===== src/design/sram_host_pkg.sv =====
package sram_host_pkg;
  // memory geometry
  localparam int ADDR_W = 15;
  localparam int DATA_W = 8;
  localparam int DEPTH = 32768;
  // timing figures in ns and clock period
  localparam int CLK_PERIOD_NS = 100;
  localparam int T_READ_CYCLE_NS = 35;
  localparam int T_WRITE_PULSE_NS = 30;
  localparam int T_DATA_SETUP_NS = 15;
  localparam int T_WRITE_RECOVERY_NS = 2;
  // least times round up to whole cycles, never below one
  localparam int RC_CYC_RAW = (T_READ_CYCLE_NS + CLK_PERIOD_NS - 1) / CLK_PERIOD_NS;
  localparam int RC_CYC = (RC_CYC_RAW < 1) ? 1 : RC_CYC_RAW;
  localparam int WP_CYC_RAW = (T_WRITE_PULSE_NS + CLK_PERIOD_NS - 1) / CLK_PERIOD_NS;
  localparam int WP_CYC = (WP_CYC_RAW < 1) ? 1 : WP_CYC_RAW;
  localparam int DS_CYC_RAW = (T_DATA_SETUP_NS + CLK_PERIOD_NS - 1) / CLK_PERIOD_NS;
  localparam int DS_CYC = (DS_CYC_RAW < 1) ? 1 : DS_CYC_RAW;
  localparam int WR_CYC_RAW = (T_WRITE_RECOVERY_NS + CLK_PERIOD_NS - 1) / CLK_PERIOD_NS;
  localparam int WR_CYC = (WR_CYC_RAW < 1) ? 1 : WR_CYC_RAW;
  // extra wait so the two-flop data synchroniser holds the read byte
  localparam int DQ_SYNC_CYC = 1;
  localparam int CNT_W = 4;
  // user request carrier
  typedef struct packed {
    logic write;
    logic [ADDR_W-1:0] addr;
    logic [DATA_W-1:0] wdata;
  } req_s;
  // memory pin carrier, strobes active low
  typedef struct packed {
    logic cs_n;
    logic oe_n;
    logic we_n;
    logic [ADDR_W-1:0] addr;
  } pins_s;
endpackage


===== src/design/sram_host.sv =====
// Operation
// RULE1 - a store happens only while select and write strobe are both low
// RULE2 - a write starts at the later falling edge of select or strobe
// RULE3 - a write ends at the earlier rising edge; data latched there
// RULE4 - the select and strobe overlap lasts at least the write pulse width
// RULE5 - memory floats its data pins if select high, enable high, strobe low
// RULE6 - the host keeps the write strobe high through every read
// RULE7 - output enable may sit at either level during a write
// RULE8 - memory echoes the byte being written when its outputs are on
// RULE9 - after retention, select stays high one read cycle before access
// RULE10 - select low, enable low, strobe high: memory drives the stored byte
// RULE11 - select low and strobe low: memory stores the data pin byte
// RULE12 - select high: standby, controls ignored, data pins float
// RULE13 - memory holds 32768 bytes chosen by a 15-bit address
// RULE14 - the host holds the address steady while select and strobe are low
`timescale 1ns/1ps
module sram_host (
  input wire logic CLK_SYS_IN,
  input wire logic RESET_N_IN,
  input wire logic REQ_VALID_IN,
  output logic REQ_READY_OUT,
  input wire sram_host_pkg::req_s REQ_IN,
  input wire logic RETENTION_EXIT_IN,
  output logic RDATA_VALID_OUT,
  output logic [sram_host_pkg::DATA_W-1:0] RDATA_OUT,
  output logic WDONE_OUT,
  output sram_host_pkg::pins_s PINS_OUT,
  output logic [sram_host_pkg::DATA_W-1:0] DQ_OUT,
  output logic DQ_OE_OUT,
  input wire logic [sram_host_pkg::DATA_W-1:0] DQ_IN
);
  typedef enum logic [2:0] {
    ST_IDLE, ST_GUARD, ST_RD_SEL, ST_RD_WAIT, ST_RD_DONE, ST_WR_SETUP, ST_WR_PULSE, ST_WR_REC
  } state_e;

  state_e state_reg, state_next;
  logic [sram_host_pkg::CNT_W-1:0] cnt_reg, cnt_next;
  logic [sram_host_pkg::ADDR_W-1:0] addr_reg, addr_next;
  logic [sram_host_pkg::DATA_W-1:0] wdata_reg, wdata_next;
  logic [sram_host_pkg::DATA_W-1:0] rdata_reg, rdata_next;
  logic cs_n_reg, cs_n_next;
  logic oe_n_reg, oe_n_next;
  logic we_n_reg, we_n_next;
  logic dq_oe_reg, dq_oe_next;
  logic rvalid_reg, rvalid_next;
  logic wdone_reg, wdone_next;
  logic [sram_host_pkg::DATA_W-1:0] dq_sync1_reg, dq_sync2_reg;
  logic ret_sync1_reg, ret_sync2_reg;

  typedef logic [sram_host_pkg::CNT_W-1:0] cnt_t;
  // last cycle of a counted wait
  function automatic logic cnt_last(input cnt_t c);
    return c <= cnt_t'(1);
  endfunction

  // one step down of a counted wait
  function automatic cnt_t cnt_dec(input cnt_t c);
    return c - cnt_t'(1);
  endfunction

  // two-stage synchronisers for pin inputs
  always_ff @(posedge CLK_SYS_IN or negedge RESET_N_IN) begin
    if (!RESET_N_IN) begin
      dq_sync1_reg <= 8'h00;
      dq_sync2_reg <= 8'h00;
      ret_sync1_reg <= 1'b0;
      ret_sync2_reg <= 1'b0;
    end else begin
      dq_sync1_reg <= DQ_IN;
      dq_sync2_reg <= dq_sync1_reg;
      ret_sync1_reg <= RETENTION_EXIT_IN;
      ret_sync2_reg <= ret_sync1_reg;
    end
  end

  // access sequencer next-state
  always_comb begin
    state_next = state_reg;
    cnt_next = cnt_reg;
    addr_next = addr_reg;
    wdata_next = wdata_reg;
    rdata_next = rdata_reg;
    cs_n_next = cs_n_reg;
    oe_n_next = oe_n_reg;
    we_n_next = we_n_reg;
    dq_oe_next = dq_oe_reg;
    rvalid_next = 1'b0;
    wdone_next = 1'b0;
    unique case (state_reg)
      // park the pins; take a retention exit or a request
      ST_IDLE: begin
        cs_n_next = 1'b1;
        oe_n_next = 1'b1;
        we_n_next = 1'b1;
        dq_oe_next = 1'b0;
        if (ret_sync2_reg) begin
          state_next = ST_GUARD; // RULE9
          cnt_next = sram_host_pkg::CNT_W'(sram_host_pkg::RC_CYC);
        end else if (REQ_VALID_IN) begin
          addr_next = REQ_IN.addr;
          wdata_next = REQ_IN.wdata;
          cs_n_next = 1'b0;
          if (REQ_IN.write) begin
            // drive data first, strobe later: strobe fall starts the write
            dq_oe_next = 1'b1; // RULE2
            oe_n_next = 1'b1; // RULE7
            state_next = ST_WR_SETUP;
            cnt_next = sram_host_pkg::CNT_W'(sram_host_pkg::DS_CYC);
          end else begin
            oe_n_next = 1'b0; // RULE10
            state_next = ST_RD_SEL;
            cnt_next = sram_host_pkg::CNT_W'(sram_host_pkg::RC_CYC);
          end
        end
      end
      ST_GUARD: begin
        // select held high one read cycle after retention
        if (cnt_last(cnt_reg)) begin
          state_next = ST_IDLE; // RULE9
        end else begin
          cnt_next = cnt_dec(cnt_reg);
        end
      end
      // byte on the pins; wait the read cycle plus synchroniser lag
      ST_RD_SEL: begin
        we_n_next = 1'b1; // RULE6
        state_next = ST_RD_WAIT;
        cnt_next = sram_host_pkg::CNT_W'(sram_host_pkg::RC_CYC + sram_host_pkg::DQ_SYNC_CYC);
      end
      // capture once the synchronised byte is settled
      ST_RD_WAIT: begin
        if (cnt_last(cnt_reg)) begin
          rdata_next = dq_sync2_reg;
          state_next = ST_RD_DONE;
        end else begin
          cnt_next = cnt_dec(cnt_reg);
        end
      end
      // deselect and report the byte
      ST_RD_DONE: begin
        cs_n_next = 1'b1; // RULE12
        oe_n_next = 1'b1;
        rvalid_next = 1'b1;
        state_next = ST_IDLE;
      end
      // data settles on the bus before the strobe falls
      ST_WR_SETUP: begin
        if (cnt_last(cnt_reg)) begin
          we_n_next = 1'b0; // RULE1 RULE11
          state_next = ST_WR_PULSE;
          cnt_next = sram_host_pkg::CNT_W'(sram_host_pkg::WP_CYC);
        end else begin
          cnt_next = cnt_dec(cnt_reg);
        end
      end
      ST_WR_PULSE: begin
        // address and data stay fixed while both strobes are low
        if (cnt_last(cnt_reg)) begin
          we_n_next = 1'b1; // RULE3 RULE4 RULE14
          state_next = ST_WR_REC;
          cnt_next = sram_host_pkg::CNT_W'(sram_host_pkg::WR_CYC);
        end else begin
          cnt_next = cnt_dec(cnt_reg);
        end
      end
      // strobe up, data held for recovery, then release
      ST_WR_REC: begin
        if (cnt_last(cnt_reg)) begin
          cs_n_next = 1'b1;
          dq_oe_next = 1'b0;
          wdone_next = 1'b1;
          state_next = ST_IDLE;
        end else begin
          cnt_next = cnt_dec(cnt_reg);
        end
      end
    endcase
  end

  // sequencer registers
  always_ff @(posedge CLK_SYS_IN or negedge RESET_N_IN) begin
    if (!RESET_N_IN) begin
      state_reg <= ST_IDLE;
      cnt_reg <= 4'h0;
      addr_reg <= 15'h0000;
      wdata_reg <= 8'h00;
      rdata_reg <= 8'h00;
      cs_n_reg <= 1'b1;
      oe_n_reg <= 1'b1;
      we_n_reg <= 1'b1;
      dq_oe_reg <= 1'b0;
      rvalid_reg <= 1'b0;
      wdone_reg <= 1'b0;
    end else begin
      state_reg <= state_next;
      cnt_reg <= cnt_next;
      addr_reg <= addr_next;
      wdata_reg <= wdata_next;
      rdata_reg <= rdata_next;
      cs_n_reg <= cs_n_next;
      oe_n_reg <= oe_n_next;
      we_n_reg <= we_n_next;
      dq_oe_reg <= dq_oe_next;
      rvalid_reg <= rvalid_next;
      wdone_reg <= wdone_next;
    end
  end

  // request handshake and answers
  assign REQ_READY_OUT = (state_reg == ST_IDLE) && !ret_sync2_reg; // RULE9
  assign RDATA_VALID_OUT = rvalid_reg;
  assign RDATA_OUT = rdata_reg;
  assign WDONE_OUT = wdone_reg;

  // memory pins; enable stays high during writes, which the memory ignores
  assign PINS_OUT.cs_n = cs_n_reg;
  assign PINS_OUT.oe_n = oe_n_reg;
  assign PINS_OUT.we_n = we_n_reg;
  assign PINS_OUT.addr = addr_reg;

  // write data and its bus enable
  assign DQ_OUT = wdata_reg;
  assign DQ_OE_OUT = dq_oe_reg;
endmodule


===== config.mk =====
export PLATFORM = sky130hd
export DESIGN_NAME = sram_host
export DESIGN_NICKNAME = d
export VERILOG_FILES = /design/src/design/sram_host_pkg.sv /design/src/design/sram_host.sv
export SDC_FILE = /design/constraint.sdc
export NUM_CORES = 1
export LEC_CHECK = 0
export BUFFER_PORTS_ARGS = -buffer_cell sky130_fd_sc_hd__buf_4
export CAP_MARGIN = 30
export CORE_UTILIZATION = 30
export CTS_BUF_LIST = sky130_fd_sc_hd__clkbuf_16
export DETAILED_ROUTE_END_ITERATION = 10
export MAX_ROUTING_LAYER = met4
export PLACE_DENSITY = 0.49
export REMOVE_ABC_BUFFERS = 1
export SETUP_SLACK_MARGIN = 0.3
export SLEW_MARGIN = 15
export SYNTH_ARGS = -nofsm -noshare
export SYNTH_HDL_FRONTEND = slang
export SYNTH_SLANG_ARGS = --single-unit

===== constraint.sdc =====
create_clock -name CLK_SYS_IN -period 5.3 [get_ports CLK_SYS_IN]
set_clock_uncertainty 0.1 [all_clocks]
set_input_delay 0.795 -clock CLK_SYS_IN [delete_from_list [all_inputs] [get_ports CLK_SYS_IN]]
set_output_delay 0.795 -clock CLK_SYS_IN [all_outputs]
set_load 0.01 [all_outputs]

# Word level (Yosys, flattened, before mapping)

Index checks and enable logic that the tools add are counted.

Add/sub/neg operators: 1
Order comparisons: 1
Equal/unequal tests: 14
Mux-type cells: 29
Bitwise gates (word level): 1
Reduce and logical (&&, ||, !) cells: 19

Operators by type and width:

| kind                                                                              | count |
|---|---|
| 3-bit two-way mux                                                                 | 7 |
| 3-bit case mux with 7 select lines                                                | 1 |
| 4-bit two-way mux                                                                 | 4 |
| 4-bit case mux with 4 select lines                                                | 1 |
| 3-bit == test (second input constant)                                             | 4 |
| 1-bit two-way mux                                                                 | 12 |
| 2-bit != test (second input constant)                                             | 5 |
| 3-bit AND reduction                                                               | 3 |
| 3-bit by 2-bit == test with 1-bit output (second input constant)                  | 2 |
| 1-bit case mux with 3 select lines                                                | 2 |
| 2-bit AND reduction                                                               | 3 |
| 3-bit nonzero test                                                                | 2 |
| 2-bit OR reduction                                                                | 3 |
| 5-bit AND reduction                                                               | 1 |
| 4-bit by 1-bit less-or-equal comparator with 1-bit output (second input constant) | 1 |
| 1-bit case mux with 2 select lines                                                | 2 |
| 2-bit nonzero test                                                                | 2 |
| 4-bit nonzero test                                                                | 1 |
| 4-bit by 1-bit subtractor with 4-bit output (second input constant)               | 1 |
| 3-bit by 1-bit == test with 1-bit output (second input constant)                  | 1 |
| 3-bit logical NOT                                                                 | 1 |
| 3-bit != test (second input constant)                                             | 1 |
| 3-bit OR reduction                                                                | 1 |
| 2-bit by 1-bit != test with 1-bit output (second input constant)                  | 1 |
| other kinds (3)                                                                   | 3 |

Register bits after elaboration: 62
Bits of input ports: 36
Output and inout bits: 38
Logic and storage cells: 80

# Logic depth before layout (Yosys ltp)

Depth in word-level cells: 4
Gate-level depth with buffers: 6
Mapped depth without buffers: 6

# Least setup slack after synthesis

No wires, ideal clock.

Path type: reg-to-output
From: register state_reg[1]
To: output port REQ_READY_OUT
Arrival time: 1,194 ps
Data required time: 4,405 ps
Slack: 3,211 ps
Stages on the path, launching flop included: 4
Buffers on the path: 1
Path through: dfrtp_1 buf_4 or2_2 nor3_1

Cells in the longest elaborated chain, start to end: 2

RTL lines:

| element                | line             | text |
|---|---|---|
| from (decl)            | sram_host.sv:36  | `state_e state_reg, state_next;` |
| from (signal assigned) | sram_host.sv:195 | `state_reg <= state_next;` |
| 3-bit logical NOT      | sram_host.sv:210 | `assign REQ_READY_OUT = (state_reg == ST_IDLE) && !ret_sync2_reg;` |
| 1-bit logical AND      | sram_host.sv:210 |  |
| to (decl)              | sram_host.sv:21  | `output logic REQ_READY_OUT,` |

No other way between the ends.

# Final worst setup path

From: register state_reg[0]
To: output port REQ_READY_OUT

The elaborated chain is that of the path after synthesis.

==> metrics.txt <==
hold-fix buffers at CTS=0; CP Depth=3; Setup Fix Bufs, Post-CTS=0; Num CTS Buffers=9; WP buf/inv=1; status=finished clean; antenna violations before repair=0; post-synthesis sequential area ratio=0.618; remaining antenna violation count=0; Final min period=2.52 ns; CTS max path bufs=2; CTS tree=built; Pwr Density=620 nW/um^2; Initial Utilization=0.308; Pwr Total=2110 uW; # setup viols final=0; mean post-synth cell area=15.2 sq um; drt first pass iters=4; crit path from=state_reg[0]$_DFFE_PN0P_; first-pass GRT wire length=8.16 mm; final wirelength=4.86 mm; H-tree depth=3; NumNets Final=280; Final WS setup=2.78 ns; WL/cell=13.9 um; Critical Path RT=4.41 ns; # IOs=74; vias in the first global route=1655; Clock Tree Root=clkbuf_16; cell count after synthesis=166; fmax=396 MHz; Final Hold Vio Count=0; Synth Register Bits=62; worst vdd ir=0.227 mV; CP Capture Point=REQ_READY_OUT; Setup crit end kind=output pin; cts repair resizes=0; DP Cell Count=336; Synth Warn #=0; reg2reg path depth=6; RSZ-0062 raised after global routing=no; Yosys top cell area share=0.586; via/cell ratio=4.44; DP Worst Slack=3.12 ns; Cell variety after synth=42; Chip Height=93.6 um; max reg flops=15; Clock Latency Late Sink=0.32 ns; Post-route DRC=0; Die ar.=8760 sq um; CP startpoint kind=flip-flop; Max FO, Critical Path=15; Port Buffers=73; setup slack, reg-to-reg=3.40 ns; Critical R2R Launch=cnt_reg[0]$_DFFE_PN0P_; delay-heaviest family, CP=simple AND/OR/NAND/NOR gates; Min Hold Slack=0.244 ns; leading area contributor after synthesis=dfrtp_1; share of layout cells above drive strength 1=0.512; non-filler cells, final=351; Core Box Area=8180 sq um; largest net degree at the start of global routing=63; diode count=0; top cells by area, synth=dfrtp_1, mux2_4, dfstp_2; worst hold path type=reg2reg; Max-cap violations=0; Die Span X=93.6 um; HPWL Detailed=3.25 mm; Leakage Power=0.00168 uW; final period utilization=0.476; CTS Sinks=62; routability cong.=0.729; Post-Syn Area=2520 sq um; Final Slew Violations=0; Rel. slew slack=0.477; Initial DRC Count=30; crit-path cells=or2_2 -> nor3_1 -> buf_4; CP max-delay cell=dfrtp_1; total track usage=0.130; delay of the slowest critical-path stage=0.57 ns; reg2reg end=RDATA_OUT[2]$_DFFE_PN0P_; critical path data arrival time=1.63 ns; Setup Crit Path Kind=reg2out; GRT overflow=0; measured slew at the worst slew-check pin=0.784 ns; Setup TNS=0 ns; CTS clk-pin slew, worst paths=0.05 ns; via count=1558; area grow syn2layout=35.4%; Rows=33
## cell type report
type / instances / area, sq um
Sequential cell: 62 / 1560
Inverter: 6 / 22.5
Fill cell: 795 / 4770
Clock buffer: 9 / 225
Clock inverter: 6 / 55.1
Timing Repair Buffer: 73 / 548
Multi-Input combinational cell: 90 / 872
Tap cell: 105 / 131
## report_power, final
group	internal, uW	switching (uW)	leakage, uW	total, uW
clock	356	201	0.000142	557
sequential	649	153	0.000751	802
combinational	435	320	0.000792	755
## layout by cell type (no fill, tap or decap), types with 5 or more instances in the layout
| master | Yosys | final |
|---|---|---|
| buf_4 | 6 | 73 |
| dfrtp_1 | 59 | 59 |
| mux2_4 | 18 | 18 |
| clkbuf_16 | 0 | 9 |
| inv_1 | 6 | 7 |
| mux2_2 | 7 | 7 |
| nor2_1 | 6 | 6 |
| mux2_1 | 6 | 6 |
| o21ai_0 | 6 | 6 |
| a21oi_1 | 5 | 5 |
## synthesized netlist by cell type
library cell	instances
nand4b_4	1
a22oi_1	1
buf_6	2
a211o_1	1
dfrtp_1	59
a21o_1	1
a22o_1	1
o22ai_1	3
a32oi_1	1
nor3_4	1
nand2b_1	1
a21oi_2	1
a2111oi_2	1
mux2_1	6
nor2_1	6
o21a_1	1
nor2_2	2
nor3b_4	1
nor2_8	1
nor2_4	1
buf_4	6
xnor2_1	2
o221ai_1	1
mux2_4	18
or2b_4	1
inv_1	6
a311oi_1	1
mux2_2	7
o21ai_0	6
a21oi_1	5
or2_2	1
nand2_4	1
nand3b_1	1
a221oi_1	2
nand2_2	1
dfstp_2	3
o22a_1	1
nor3_1	3
a221o_1	1
nand2_1	4
ha_1	2
o2111ai_1	1
## per-layer routing
layer	share of wire	global-route usage	wire, um	vias to the layer above
met1	0.46	0.163	2220	750
met2	0.44	0.180	2150	58
li1	-	-	-	739
met4	0.025	0.0769	121	0
met3	0.075	0.0447	363	11
met5	0	-	0	-
## metrics by stage
step	cell area, sq um	util
final	3410	0.417
after global routing	3410	0.417
after CTS	3410	0.417
after detailed placement	3130	0.383
after global placement	3130	0.383
after floorplan	2450	-
## worst min-delay path by stage
stage                                         start                        end  slack (ns)  depth (start not counted)
after global placement    dq_sync1_reg[4]$_DFF_PN0_  dq_sync2_reg[4]$_DFF_PN0_        0.23                          0
after detailed placement  dq_sync1_reg[4]$_DFF_PN0_  dq_sync2_reg[4]$_DFF_PN0_        0.23                          0
after global routing      dq_sync1_reg[0]$_DFF_PN0_  dq_sync2_reg[0]$_DFF_PN0_        0.25                          0
after floorplan           dq_sync1_reg[0]$_DFF_PN0_  dq_sync2_reg[0]$_DFF_PN0_        0.23                          0
after CTS                 dq_sync1_reg[4]$_DFF_PN0_  dq_sync2_reg[4]$_DFF_PN0_        0.25                          0
final                     dq_sync1_reg[0]$_DFF_PN0_  dq_sync2_reg[0]$_DFF_PN0_        0.24                          0
## kinds of logic after synthesis
group           synth area share
compound gates            0.0830
simple gates              0.0810
mux                        0.166
buf+inv                   0.0358
fa+ha+maj                0.00994
xor+xnor                 0.00696
flops                      0.618
(Power assumes the default switching activity.)
